[src/cts_pkg.sv]
package cts_pkg;
  // Register map
  localparam logic [7:0] ADDR_CTRL = 8'h00;
  localparam logic [7:0] ADDR_CHARGE_CURRENT_FIELD = 8'h01;
  localparam logic [7:0] ADDR_VCHG = 8'h02;
  localparam logic [7:0] ADDR_NTC1 = 8'h03;
  localparam logic [7:0] ADDR_NTC2 = 8'h04;
  localparam logic [7:0] ADDR_STATUS = 8'h05;
  localparam logic [7:0] ADDR_STAT_INT = 8'h06;
  localparam logic [7:0] ADDR_CHARGE_FAULT_IRQ_A = 8'h07;
  localparam logic [7:0] ADDR_CHARGE_FAULT_IRQ_B = 8'h08;
  localparam logic [7:0] ADDR_BOOST_FAULT_IRQ = 8'h09;
  localparam logic [7:0] ADDR_STATUS_IRQ_MASK = 8'h0A;
  localparam logic [7:0] ADDR_CHARGE_FAULT_MASK_A = 8'h0B;
  localparam logic [7:0] ADDR_CHARGE_FAULT_MASK_B = 8'h0C;
  localparam logic [7:0] ADDR_BOOST_FAULT_MASK = 8'h0D;
  localparam logic [7:0] ADDR_INPUT_VOLTAGE_SENSE = 8'h0E;
  localparam logic [7:0] ADDR_BATTERY_VOLTAGE_SENSE = 8'h0F;
  localparam logic [7:0] ADDR_TEMPERATURE_SENSE = 8'h10;
  // Control register fields
  localparam int CTRL_CHARGE_ENABLE_BIT = 0;
  localparam int CTRL_FOLD_OPT = 1;
  localparam int CTRL_EXT_OPT = 2;
  localparam int CTRL_THERMISTOR_PRESENCE_ENABLE = 3;
  localparam int CTRL_INT_MASK = 4;
  localparam int CTRL_TRANS_EN = 5;
  // Reset values
  localparam logic [7:0] CTRL_RST = 8'h29;
  localparam logic [3:0] CHARGE_CURRENT_FIELD_RST = 4'h4;
  localparam logic [3:0] VCHG_RST = 4'h8;
  localparam logic [7:0] NTC1_RST = 8'h42;
  localparam logic [7:0] NTC2_RST = 8'h1B;
  localparam logic [7:0] MSK_RST = 8'h00;
  // Charge current code: 100 mA per step, code 0 is the 400 mA floor
  localparam logic [3:0] FOLD_STEP = 4'h2;
  localparam logic [3:0] CHARGE_CURRENT_FIELD_MIN = 4'h0;
  localparam logic [1:0] FOLD_NONE = 2'h0;
  localparam logic [1:0] FOLD_M1 = 2'h1;
  localparam logic [1:0] FOLD_M2 = 2'h2;
  // Event pulse width in clock cycles
  localparam int unsigned EVENT_PULSE_CYC = 16;
  localparam int PULSE_CNT_W = 16;
  // Interrupt edge selection, two bits per interrupt bit
  localparam logic [1:0] EDGE_RISE = 2'h1;
  localparam logic [1:0] EDGE_FALL = 2'h2;
  localparam logic [1:0] EDGE_BOTH = 2'h3;
  localparam logic [63:0] IRQ_EDGE_MAP = 64'h5555_5555_5595_FF55;

  typedef enum logic [3:0] {
    ST_OFF, ST_CONFIG, ST_WAIT, ST_WEAK_WAIT, ST_WEAK_SAFE, ST_WEAK_CHARGE,
    ST_SAFE, ST_FULL, ST_CV, ST_EOC, ST_FAULT, ST_BOOST
  } cts_state_t;

  typedef enum logic [1:0] {RM_IDLE, RM_HOLD} cts_rm_t;

  typedef struct packed {
    logic die_warn;
    logic die_m1;
    logic die_m2;
    logic die_sd;
    logic vin_uv_ok;
    logic vin_ov;
    logic vbat_at_vchg;
    logic vbat_low;
    logic ntc_cold;
    logic ntc_chilly;
    logic ntc_warm;
    logic ntc_hot;
    logic ntc_rmv;
    logic ntc_dis;
  } cts_cmp_t;
endpackage

[src/cts_irq_bit.sv]
`timescale 1ns/1ps
`default_nettype none
module cts_irq_bit
  import cts_pkg::*;
#(
  parameter logic [1:0] EDGE_SEL = 2'h1
) (
  // Clock and reset
  input wire logic clk_i,
  input wire logic rst_n_i,
  // Event level and read clear
  input wire logic level_i,
  input wire logic clr_i,
  // Sticky flag
  output logic flag_o
);
  logic prev_reg;
  logic flag_reg;
  wire logic rise = level_i & ~prev_reg;
  wire logic fall = ~level_i & prev_reg;
  wire logic hit = (EDGE_SEL[0] & rise) | (EDGE_SEL[1] & fall);
  // Set wins over a clear in the same cycle
  wire logic flag_next = hit | (flag_reg & ~clr_i);

  always_ff @(posedge clk_i) begin
    if (!rst_n_i) begin
      prev_reg <= 1'b0;
      flag_reg <= 1'b0;
    end else begin
      prev_reg <= level_i;
      flag_reg <= flag_next;
    end
  end

  assign flag_o = flag_reg;
endmodule // cts_irq_bit
`default_nettype wire

[src/cts_pulse_gen.sv]
`timescale 1ns/1ps
`default_nettype none
module cts_pulse_gen
  import cts_pkg::*;
#(
  parameter int unsigned WIDTH_CYC = EVENT_PULSE_CYC
) (
  // Clock and reset
  input wire logic clk_i,
  input wire logic rst_n_i,
  // Trigger and pulse window
  input wire logic start_i,
  output logic busy_o
);
  logic [PULSE_CNT_W-1:0] cnt_reg;
  logic busy_reg;
  wire logic last = (cnt_reg == '0);

  // A start during a running pulse is absorbed, not stretched
  always_ff @(posedge clk_i) begin
    if (!rst_n_i) begin
      cnt_reg <= '0;
      busy_reg <= 1'b0;
    end else if (start_i && !busy_reg) begin
      cnt_reg <= PULSE_CNT_W'(WIDTH_CYC - 1);
      busy_reg <= 1'b1;
    end else if (busy_reg) begin
      cnt_reg <= last ? cnt_reg : cnt_reg - 1'b1;
      busy_reg <= ~last;
    end
  end

  assign busy_o = busy_reg;
endmodule // cts_pulse_gen
`default_nettype wire

[src/cts_supervisor.sv]
// The implementer's own choices: the address map and strobed register access.
`timescale 1ns/1ps
`default_nettype none
module cts_supervisor
  import cts_pkg::*;
#(
  parameter int unsigned PULSE_CYC = EVENT_PULSE_CYC
) (
  // Clock and reset
  input wire logic clk_i,
  input wire logic rst_n_i,
  // Register port
  input wire logic [7:0] addr_i,
  input wire logic [7:0] wdata_i,
  input wire logic wr_i,
  input wire logic rd_i,
  output logic [7:0] rdata_o,
  // Comparators, charge state, board straps
  input wire cts_cmp_t cmp_i,
  input wire logic [3:0] chg_state_i,
  input wire logic batfet_present_i,
  input wire logic [7:0] bst_fault_i,
  // Charger controls
  output logic chg_halt_o,
  output logic [3:0] chg_current_o,
  output logic [3:0] chg_voltage_o,
  output logic [7:0] ntc_levels_o,
  output logic conv_en_o,
  output logic trans_en_o,
  output logic [3:0] state_req_o,
  output logic state_req_vld_o,
  output logic flag_o
);
  logic [7:0] ctrl_reg;
  logic [3:0] charge_current_field_reg;
  logic [3:0] vchg_reg;
  logic [7:0] ntc1_reg;
  logic [7:0] ntc2_reg;
  logic [31:0] msk_reg;
  logic [3:0] prev_state_reg;
  logic [1:0] fold_lvl_reg;
  logic [1:0] fold_lvl_next;
  logic rmv_prev_reg;
  cts_rm_t rm_reg;
  cts_rm_t rm_next;
  logic pend_any_reg;
  logic [7:0] rdata_reg;
  logic halt_reg;
  logic [3:0] cur_reg;
  logic [3:0] volt_reg;
  logic conv_reg;
  logic trans_reg;
  logic [3:0] req_reg;
  logic req_vld_reg;
  logic flag_reg;
  logic [31:0] irq_flag;
  logic pulse_busy;

  // Register decode
  wire logic hit_ctrl = (addr_i == ADDR_CTRL);
  wire logic hit_charge_current_field = (addr_i == ADDR_CHARGE_CURRENT_FIELD);
  wire logic hit_vchg = (addr_i == ADDR_VCHG);
  wire logic hit_ntc1 = (addr_i == ADDR_NTC1);
  wire logic hit_ntc2 = (addr_i == ADDR_NTC2);
  wire logic [3:0] hit_int = {addr_i == ADDR_BOOST_FAULT_IRQ, addr_i == ADDR_CHARGE_FAULT_IRQ_B,
                              addr_i == ADDR_CHARGE_FAULT_IRQ_A, addr_i == ADDR_STAT_INT};
  wire logic [3:0] hit_msk = {addr_i == ADDR_BOOST_FAULT_MASK, addr_i == ADDR_CHARGE_FAULT_MASK_B,
                              addr_i == ADDR_CHARGE_FAULT_MASK_A, addr_i == ADDR_STATUS_IRQ_MASK};
  wire logic [3:0] rd_clr = {4{rd_i}} & hit_int;

  // Control fields
  wire logic charge_enable_bit = ctrl_reg[CTRL_CHARGE_ENABLE_BIT];
  wire logic fold_en = ctrl_reg[CTRL_FOLD_OPT];
  wire logic ext_en = ctrl_reg[CTRL_EXT_OPT];
  wire logic ntc_chk_en = ctrl_reg[CTRL_THERMISTOR_PRESENCE_ENABLE];
  wire logic glob_msk = ctrl_reg[CTRL_INT_MASK];
  wire logic trans_sw = ctrl_reg[CTRL_TRANS_EN];

  // Charge state classes
  wire cts_state_t st = cts_state_t'(chg_state_i);
  wire logic st_charging = (st == ST_WEAK_SAFE) || (st == ST_WEAK_CHARGE) ||
                           (st == ST_SAFE) || (st == ST_FULL) || (st == ST_CV);
  wire logic st_flag_low = st_charging || (st == ST_WAIT);

  // Battery temperature windows
  wire logic ntc_mon = ~cmp_i.ntc_dis;
  wire logic rmv_eff = cmp_i.ntc_rmv & ntc_chk_en & ntc_mon;
  wire logic temp_out = ntc_mon & (ext_en ? (cmp_i.ntc_cold | cmp_i.ntc_hot)
                                          : (cmp_i.ntc_cold | cmp_i.ntc_warm));
  wire logic temp_band = ntc_mon & ext_en &
                         ((cmp_i.ntc_warm & ~cmp_i.ntc_hot) |
                          (cmp_i.ntc_chilly & ~cmp_i.ntc_cold));
  wire logic halt_now = ~charge_enable_bit | cmp_i.die_sd | rmv_eff | temp_out;

  // Die foldback level; idle when the option is off
  always_comb begin
    fold_lvl_next = fold_lvl_reg;
    if (!fold_en || !cmp_i.die_warn) begin
      fold_lvl_next = FOLD_NONE;
    end else if (cmp_i.die_m2) begin
      fold_lvl_next = FOLD_M2;
    end else if (cmp_i.die_m1 && fold_lvl_reg == FOLD_NONE) begin
      fold_lvl_next = FOLD_M1;
    end
  end

  wire logic [3:0] charge_current_field_m1 = (charge_current_field_reg > FOLD_STEP) ? charge_current_field_reg - FOLD_STEP : CHARGE_CURRENT_FIELD_MIN;
  wire logic [3:0] charge_current_field_fold = (fold_lvl_reg == FOLD_M2) ? CHARGE_CURRENT_FIELD_MIN :
                               (fold_lvl_reg == FOLD_M1) ? charge_current_field_m1 : charge_current_field_reg;
  wire logic [3:0] red_cur = ntc1_reg[3:0];
  wire logic [3:0] cur_now = (temp_band && red_cur < charge_current_field_fold) ? red_cur : charge_current_field_fold;
  wire logic [3:0] volt_now = temp_band ? ntc1_reg[7:4] : vchg_reg;

  // Removal response and end of charge without thermistor
  wire logic rmv_fire = rmv_eff & ~rmv_prev_reg;
  wire logic eoc_now = cmp_i.ntc_dis & cmp_i.vbat_at_vchg & st_charging;
  logic [3:0] req_now;
  logic req_vld_now;

  always_comb begin
    rm_next = rm_reg;
    req_now = 4'h0;
    req_vld_now = 1'b0;
    case (rm_reg)
      RM_IDLE: begin
        if (rmv_fire) begin
          req_now = ST_FAULT;
          req_vld_now = 1'b1;
          rm_next = RM_HOLD;
        end else if (eoc_now) begin
          req_now = ST_EOC;
          req_vld_now = 1'b1;
        end
      end
      RM_HOLD: begin
        if (st == ST_FAULT) begin
          rm_next = RM_IDLE;
          if (batfet_present_i) begin
            req_now = ST_WEAK_WAIT;
            req_vld_now = 1'b1;
          end
        end
      end
      default: rm_next = RM_IDLE;
    endcase
  end

  // Interrupt sources: status, charge fault A, charge fault B, boost
  wire logic st_change = (chg_state_i != prev_state_reg);
  wire logic [7:0] stat_lev = {cmp_i.ntc_hot & ntc_mon, cmp_i.ntc_warm & ntc_mon,
                               cmp_i.ntc_chilly & ntc_mon, cmp_i.ntc_cold & ntc_mon,
                               cmp_i.die_m2 & fold_en, cmp_i.die_m1 & fold_en,
                               cmp_i.die_warn & st_charging, st_change};
  wire logic [7:0] ch1_lev = {4'h0, cmp_i.vin_uv_ok, cmp_i.vin_ov, cmp_i.die_sd, rmv_eff};
  wire logic [7:0] ch2_lev = {7'h00, (st == ST_EOC) & cmp_i.vbat_low};
  wire logic [31:0] irq_lev = {bst_fault_i, ch2_lev, ch1_lev, stat_lev};

  genvar gi;
  generate
    for (gi = 0; gi < 32; gi++) begin : g_irq
      cts_irq_bit #(
        .EDGE_SEL(IRQ_EDGE_MAP[2*gi +: 2])
      ) u_bit (
        .clk_i(clk_i),
        .rst_n_i(rst_n_i),
        .level_i(irq_lev[gi]),
        .clr_i(rd_clr[gi/8]),
        .flag_o(irq_flag[gi])
      );
    end
  endgenerate

  // Summaries and FLAG pulse request
  wire logic stat_sum = |irq_flag[7:0];
  wire logic fault_sum = |irq_flag[31:8];
  wire logic pend_now = (|(irq_flag & ~msk_reg)) & ~glob_msk;
  wire logic pulse_start = pend_now & ~pend_any_reg;

  cts_pulse_gen #(
    .WIDTH_CYC(PULSE_CYC)
  ) u_pulse (
    .clk_i(clk_i),
    .rst_n_i(rst_n_i),
    .start_i(pulse_start),
    .busy_o(pulse_busy)
  );

  // Read mux; sense values are live, not latched
  logic [7:0] rd_mux;
  always_comb begin
    rd_mux = 8'h00;
    case (1'b1)
      hit_ctrl: rd_mux = ctrl_reg;
      hit_charge_current_field: rd_mux = {4'h0, charge_current_field_reg};
      hit_vchg: rd_mux = {4'h0, vchg_reg};
      hit_ntc1: rd_mux = ntc1_reg;
      hit_ntc2: rd_mux = ntc2_reg;
      (addr_i == ADDR_STATUS): rd_mux = {fault_sum, stat_sum, batfet_present_i,
                                         ~cmp_i.ntc_dis, chg_state_i};
      hit_int[0]: rd_mux = irq_flag[7:0];
      hit_int[1]: rd_mux = irq_flag[15:8];
      hit_int[2]: rd_mux = irq_flag[23:16];
      hit_int[3]: rd_mux = irq_flag[31:24];
      hit_msk[0]: rd_mux = msk_reg[7:0];
      hit_msk[1]: rd_mux = msk_reg[15:8];
      hit_msk[2]: rd_mux = msk_reg[23:16];
      hit_msk[3]: rd_mux = msk_reg[31:24];
      (addr_i == ADDR_INPUT_VOLTAGE_SENSE): rd_mux = {6'h00, cmp_i.vin_ov, cmp_i.vin_uv_ok};
      (addr_i == ADDR_BATTERY_VOLTAGE_SENSE): rd_mux = {4'h0, cmp_i.ntc_dis, cmp_i.ntc_rmv,
                                           cmp_i.vbat_low, cmp_i.vbat_at_vchg};
      (addr_i == ADDR_TEMPERATURE_SENSE): rd_mux = {cmp_i.ntc_hot, cmp_i.ntc_warm,
                                           cmp_i.ntc_chilly, cmp_i.ntc_cold,
                                           cmp_i.die_sd, cmp_i.die_m2,
                                           cmp_i.die_m1, cmp_i.die_warn};
      default: rd_mux = 8'h00;
    endcase
  end

  // Software registers
  always_ff @(posedge clk_i) begin
    if (!rst_n_i) begin
      ctrl_reg <= CTRL_RST;
      charge_current_field_reg <= CHARGE_CURRENT_FIELD_RST;
      vchg_reg <= VCHG_RST;
      ntc1_reg <= NTC1_RST;
      ntc2_reg <= NTC2_RST;
      msk_reg <= {4{MSK_RST}};
    end else if (wr_i) begin
      if (hit_ctrl) ctrl_reg <= wdata_i;
      if (hit_charge_current_field) charge_current_field_reg <= wdata_i[3:0];
      if (hit_vchg) vchg_reg <= wdata_i[3:0];
      if (hit_ntc1) ntc1_reg <= wdata_i;
      if (hit_ntc2) ntc2_reg <= wdata_i;
      if (hit_msk[0]) msk_reg[7:0] <= wdata_i;
      if (hit_msk[1]) msk_reg[15:8] <= wdata_i;
      if (hit_msk[2]) msk_reg[23:16] <= wdata_i;
      if (hit_msk[3]) msk_reg[31:24] <= wdata_i;
    end
  end

  // Internal state
  always_ff @(posedge clk_i) begin
    if (!rst_n_i) begin
      prev_state_reg <= 4'h0;
      fold_lvl_reg <= FOLD_NONE;
      rmv_prev_reg <= 1'b0;
      rm_reg <= RM_IDLE;
      pend_any_reg <= 1'b0;
    end else begin
      prev_state_reg <= chg_state_i;
      fold_lvl_reg <= fold_lvl_next;
      rmv_prev_reg <= rmv_eff;
      rm_reg <= rm_next;
      pend_any_reg <= pend_now;
    end
  end

  // Registered outputs
  always_ff @(posedge clk_i) begin
    if (!rst_n_i) begin
      rdata_reg <= 8'h00;
      halt_reg <= 1'b1;
      cur_reg <= CHARGE_CURRENT_FIELD_MIN;
      volt_reg <= VCHG_RST;
      conv_reg <= 1'b0;
      trans_reg <= 1'b0;
      req_reg <= 4'h0;
      req_vld_reg <= 1'b0;
      flag_reg <= 1'b1;
    end else begin
      rdata_reg <= rd_i ? rd_mux : 8'h00;
      halt_reg <= halt_now;
      cur_reg <= cur_now;
      volt_reg <= volt_now;
      conv_reg <= (st != ST_EOC) && (st != ST_FAULT) && (st != ST_OFF);
      trans_reg <= cmp_i.vin_uv_ok & ~cmp_i.vin_ov & trans_sw;
      req_reg <= req_now;
      req_vld_reg <= req_vld_now;
      flag_reg <= ~st_flag_low ^ pulse_busy;
    end
  end

  assign rdata_o = rdata_reg;
  assign chg_halt_o = halt_reg;
  assign chg_current_o = cur_reg;
  assign chg_voltage_o = volt_reg;
  assign ntc_levels_o = ntc2_reg;
  assign conv_en_o = conv_reg;
  assign trans_en_o = trans_reg;
  assign state_req_o = req_reg;
  assign state_req_vld_o = req_vld_reg;
  assign flag_o = flag_reg;
endmodule // cts_supervisor
`default_nettype wire

[config.mk]
export PLATFORM = sky130hd
export DESIGN_NAME = cts_supervisor
export DESIGN_NICKNAME = d
export VERILOG_FILES = /design/src/cts_pkg.sv /design/src/cts_irq_bit.sv /design/src/cts_pulse_gen.sv /design/src/cts_supervisor.sv
export SDC_FILE = /design/constraint.sdc
export NUM_CORES = 1
export LEC_CHECK = 0
export BUFFER_PORTS_ARGS = -buffer_cell sky130_fd_sc_hd__buf_2
export CORE_ASPECT_RATIO = 1.5
export CORE_MARGIN = 4
export CORE_UTILIZATION = 54
export CTS_CLUSTER_SIZE = 12
export DETAILED_ROUTE_END_ITERATION = 16
export PLACE_DENSITY = 0.8
export SYNTH_ARGS = -nofsm -noshare
export SYNTH_HDL_FRONTEND = slang
export SYNTH_HIERARCHICAL = 1
export SYNTH_SLANG_ARGS = --single-unit
export TNS_END_PERCENT = 10
[constraint.sdc]
create_clock -name clk_i -period 2.2 [get_ports clk_i]
set_input_delay 0.22 -clock clk_i [delete_from_list [all_inputs] [get_ports clk_i]]
set_output_delay 0.22 -clock clk_i [all_outputs]
set_load 0.005 [all_outputs]
==> impl_metrics.json <==
{
  "status": "completed",
  "min_path_type": "input pin to flop",
  "nets": 1292,
  "finalWorstSetupSlack_ns": 0.1081,
  "dpl.hpwl_um": 25310,
  "power_mw": 7.529,
  "synth_xor_area_share_pct": 0.8931,
  "power_frac_seq_pct": 45.1,
  "finalHoldViolations": 0,
  "ys_async_sr_fraction_pct": 0,
  "synth-compound-area-share_pct": 20.40,
  "via_count": 8945,
  "p_sw_mw": 2.151,
  "die_w_um": 112.4,
  "ant_nets": 0,
  "powerDensity_nw_per_um2": 684.7,
  "end_kind": "flop",
  "syn2layout_area_growth_pct": 24.58,
  "seq_area_um2": 3566,
  "dieArea_um2": 18500,
  "synth_flop_cell": "dfxtp_1",
  "drive_above_1_share_pct": 23.78,
  "clk_pin_slew_ns": 0.08,
  "fin_crit_sh_pct": 95.09,
  "synth-edff-count": 0,
  "multi_input_area_um2": 4955,
  "synthMuxAreaShare_pct": 5.160,
  "synth-simple-area-share_pct": 27.54,
  "clock-root-buffer": "clkbuf_16",
  "drv_slew": 0,
  "fin_tns_setup_ns": 0,
  "die_h_um": 164.6,
  "initial_core_util_pct": 54.76,
  "max_freq_mhz": 478.0,
  "relSlewSlack_pct": 40.54,
  "core_um2": 16120,
  "synth-adder-area-share_pct": 0.7088,
  "setup_viol": 0,
  "postCtsSetupBuffers": 0,
  "p_clk_share_pct": 41.0,
  "grt-ovfl-total": 0,
  "netlist-cell-type-count": 77,
  "grt_max_degree": 60,
  "worst_hold_slack_ns": 0.02740,
  "fin_crit_ns": 2.092,
  "ys_seq_elements": 178,
  "synth_top_family_by_area": "simple AND/OR/NAND/NOR gates",
  "fin_worst_skew_ns": 0.01108,
  "leakagePower_nw": 4.542,
  "clockBufferDepth": 2,
  "fp-row-count": 57,
  "antenna_found_initial": 0,
  "rrSetupSlack_ns": 0.11,
  "ys_warn_count": 6,
  "p_comb_share_pct": 13.9,
  "worstPathRequired_ns": 2.58,
  "post-place-ws_ns": -0.1637,
  "ioPinCount": 80,
  "wl_per_cell_um": 23.16,
  "synth_area_per_cell_um2": 8.438,
  "portBuffers": 78,
  "post_synth_inst_count": 1046,
  "cts_tree": "done",
  "h-tree-depth": 4,
  "startpoint": "fold_lvl_reg[1]",
  "r2r-start": "fold_lvl_reg[1]",
  "grt_pass1_vias": 8972,
  "place.gp.congestion": 1.095,
  "syn_area_um2": 8826,
  "drc_errors": 0,
  "wl_um": 33790,
  "peakVddDrop_mv": 0.6139,
  "ys_seq_area_share_pct": 40.37,
  "cp_max_fo": 4,
  "viasPerCell": 6.131,
  "diodes": 0,
  "worstHoldStart": "cmp_i[11]",
  "internal_power_mw": 5.378,
  "path_class": "flop to flop",
  "grt_pass1_wl_um": 51140,
  "numCtsBuffers": 17,
  "firstDrtPassIters": 6,
  "clk-insertion-delay-late_ns": 0.45,
  "rsz0062_at_grt": "true",
  "worstPathArrival_ns": 2.47,
  "fill_cells": 1356,
  "worst_slew_pin_slew_ns": 0.8694,
  "drt-initial-drc-count": 886,
  "grt_use_total_pct": 36.69,
  "cts.sinks": 178,
  "drv_cap": 0,
  "start_kind": "flop",
  "mostFrequentLayoutCells": "dfxtp_1, buf_4, nand2_1",
  "final_common_cell": "dfxtp_1",
  "sw_frac_of_total_pct": 28.57
}
[cells by family (layout without fill, tap and decap cells)]
kind of cell	after synthesis	in the layout
xor gates and xnor gates	9	9
AOI/OAI and AO/OA	250	250
muxes	45	45
buffers and inverters	105	290
DFF	178	178
adders and majority gates	5	5
other	1	23
and+or+nand+nor	453	453
[synth_stat cells (5+ instances only)]
library cell  count  area share [%]
a31oi_1           5            0.35
or4_1             9            0.77
or2_2             5            0.35
dfxtp_1         178              40
nor4_1           23             1.6
mux2i_1          41             4.6
and3_1            8            0.57
a22o_1            6            0.60
clkbuf_1         40             1.7
nand4_1           7            0.50
a211oi_1          8            0.68
o31ai_1           6            0.51
or3_1             7            0.50
nor4b_1           6            0.60
a22oi_1           6            0.51
nor2b_1          17             1.2
o21ai_0          29             1.6
o211ai_1          5            0.43
o22ai_1          20             1.4
inv_1            48             2.0
a211o_1           6            0.60
o21a_1           10            0.85
a21boi_2         28             3.6
nor3_1           12            0.68
a21oi_1          68             3.9
and2_1           38             2.7
nor2_1           71             3.0
buf_2             8            0.45
nand2b_1         76             5.4
nand2_1         116             4.9
xnor2_1           9            0.89
a2111oi_0         8            0.79
and2_2            5            0.43
nand3_1          27             1.5
o2111ai_1         6            0.60
ha_1              5            0.71
[path summary, 6_finish.rpt]
path	endpoint	cells after the start
max	chg_current_o[3]	9
min	fold_lvl_reg[0]	2
max reg2reg	chg_current_o[3]	9
min reg2reg	g_irq[11].u_bit/flag_o	2
[through the flow]
| step | area [um^2] | utilization [%] | cells |
|---|---|---|---|
| 6_report | 11000 | 68.22 | 1459 |
| 5_1_grt | 11000 | 68.22 | 1459 |
| 4_1_cts | 10960 | 67.99 | 1459 |
| 3_5_place_dp | 10300 | 63.89 | 1420 |
| 3_3_place_gp | 10300 | 63.89 | 1420 |
| 2_1_floorplan | 8909 | - | 1068 |
[critical path, cell delays in order (launching register included)]
cell and delay, ns:
dfxtp_1 0.31, nand2b_1 0.15, or2_2 0.31, o21a_1 0.20, ha_1 0.21, nor4b_2 0.25, a21oi_1 0.11, a31oi_1 0.13
buf_4 0.16, mux2i_1 0.19
[area by class of cell]
| class | instances | area share [%] |
|---|---|---|
| multi-input cells | 785 | 45.06 |
| flip-flops and latches | 178 | 32.43 |
| repair buffers | 209 | 13.11 |
| clock buffers | 17 | 3.869 |
| well taps | 206 | 2.344 |
| inverters | 49 | 1.673 |
| clock inverters | 15 | 1.513 |
[metal layers]
metal  part of all wire [%]  global-route usage [%]  vias to the layer above  wire length (um)
li1                       -                       -                     4060                 -
met1                     34                   37.99                     4191             11520
met3                    6.8                   7.185                      201              2282
met5                      0                       0                        -                 0
met4                     11                   34.12                        0              3719
met2                     48                   61.86                      493             16270
[power by group through the flow]
stage	registers, mW	clock network, mW	logic, mW
after floorplan	3.46	0	0.570
after global placement	3.47	0	0.988
after detailed placement	3.47	0	0.999
after CTS	3.40	3.10	1.02
after global routing	3.41	3.26	1.13
final	3.40	3.09	1.05
[repair_timing]
action | CTS | global route
resized for setup | 0 | 8
setup endpoints to repair | 0 | 6
hold buffers | 7 | 0
endpoints found under the hold margin | 7 | 0
Power figures use the tool's default switching activity.
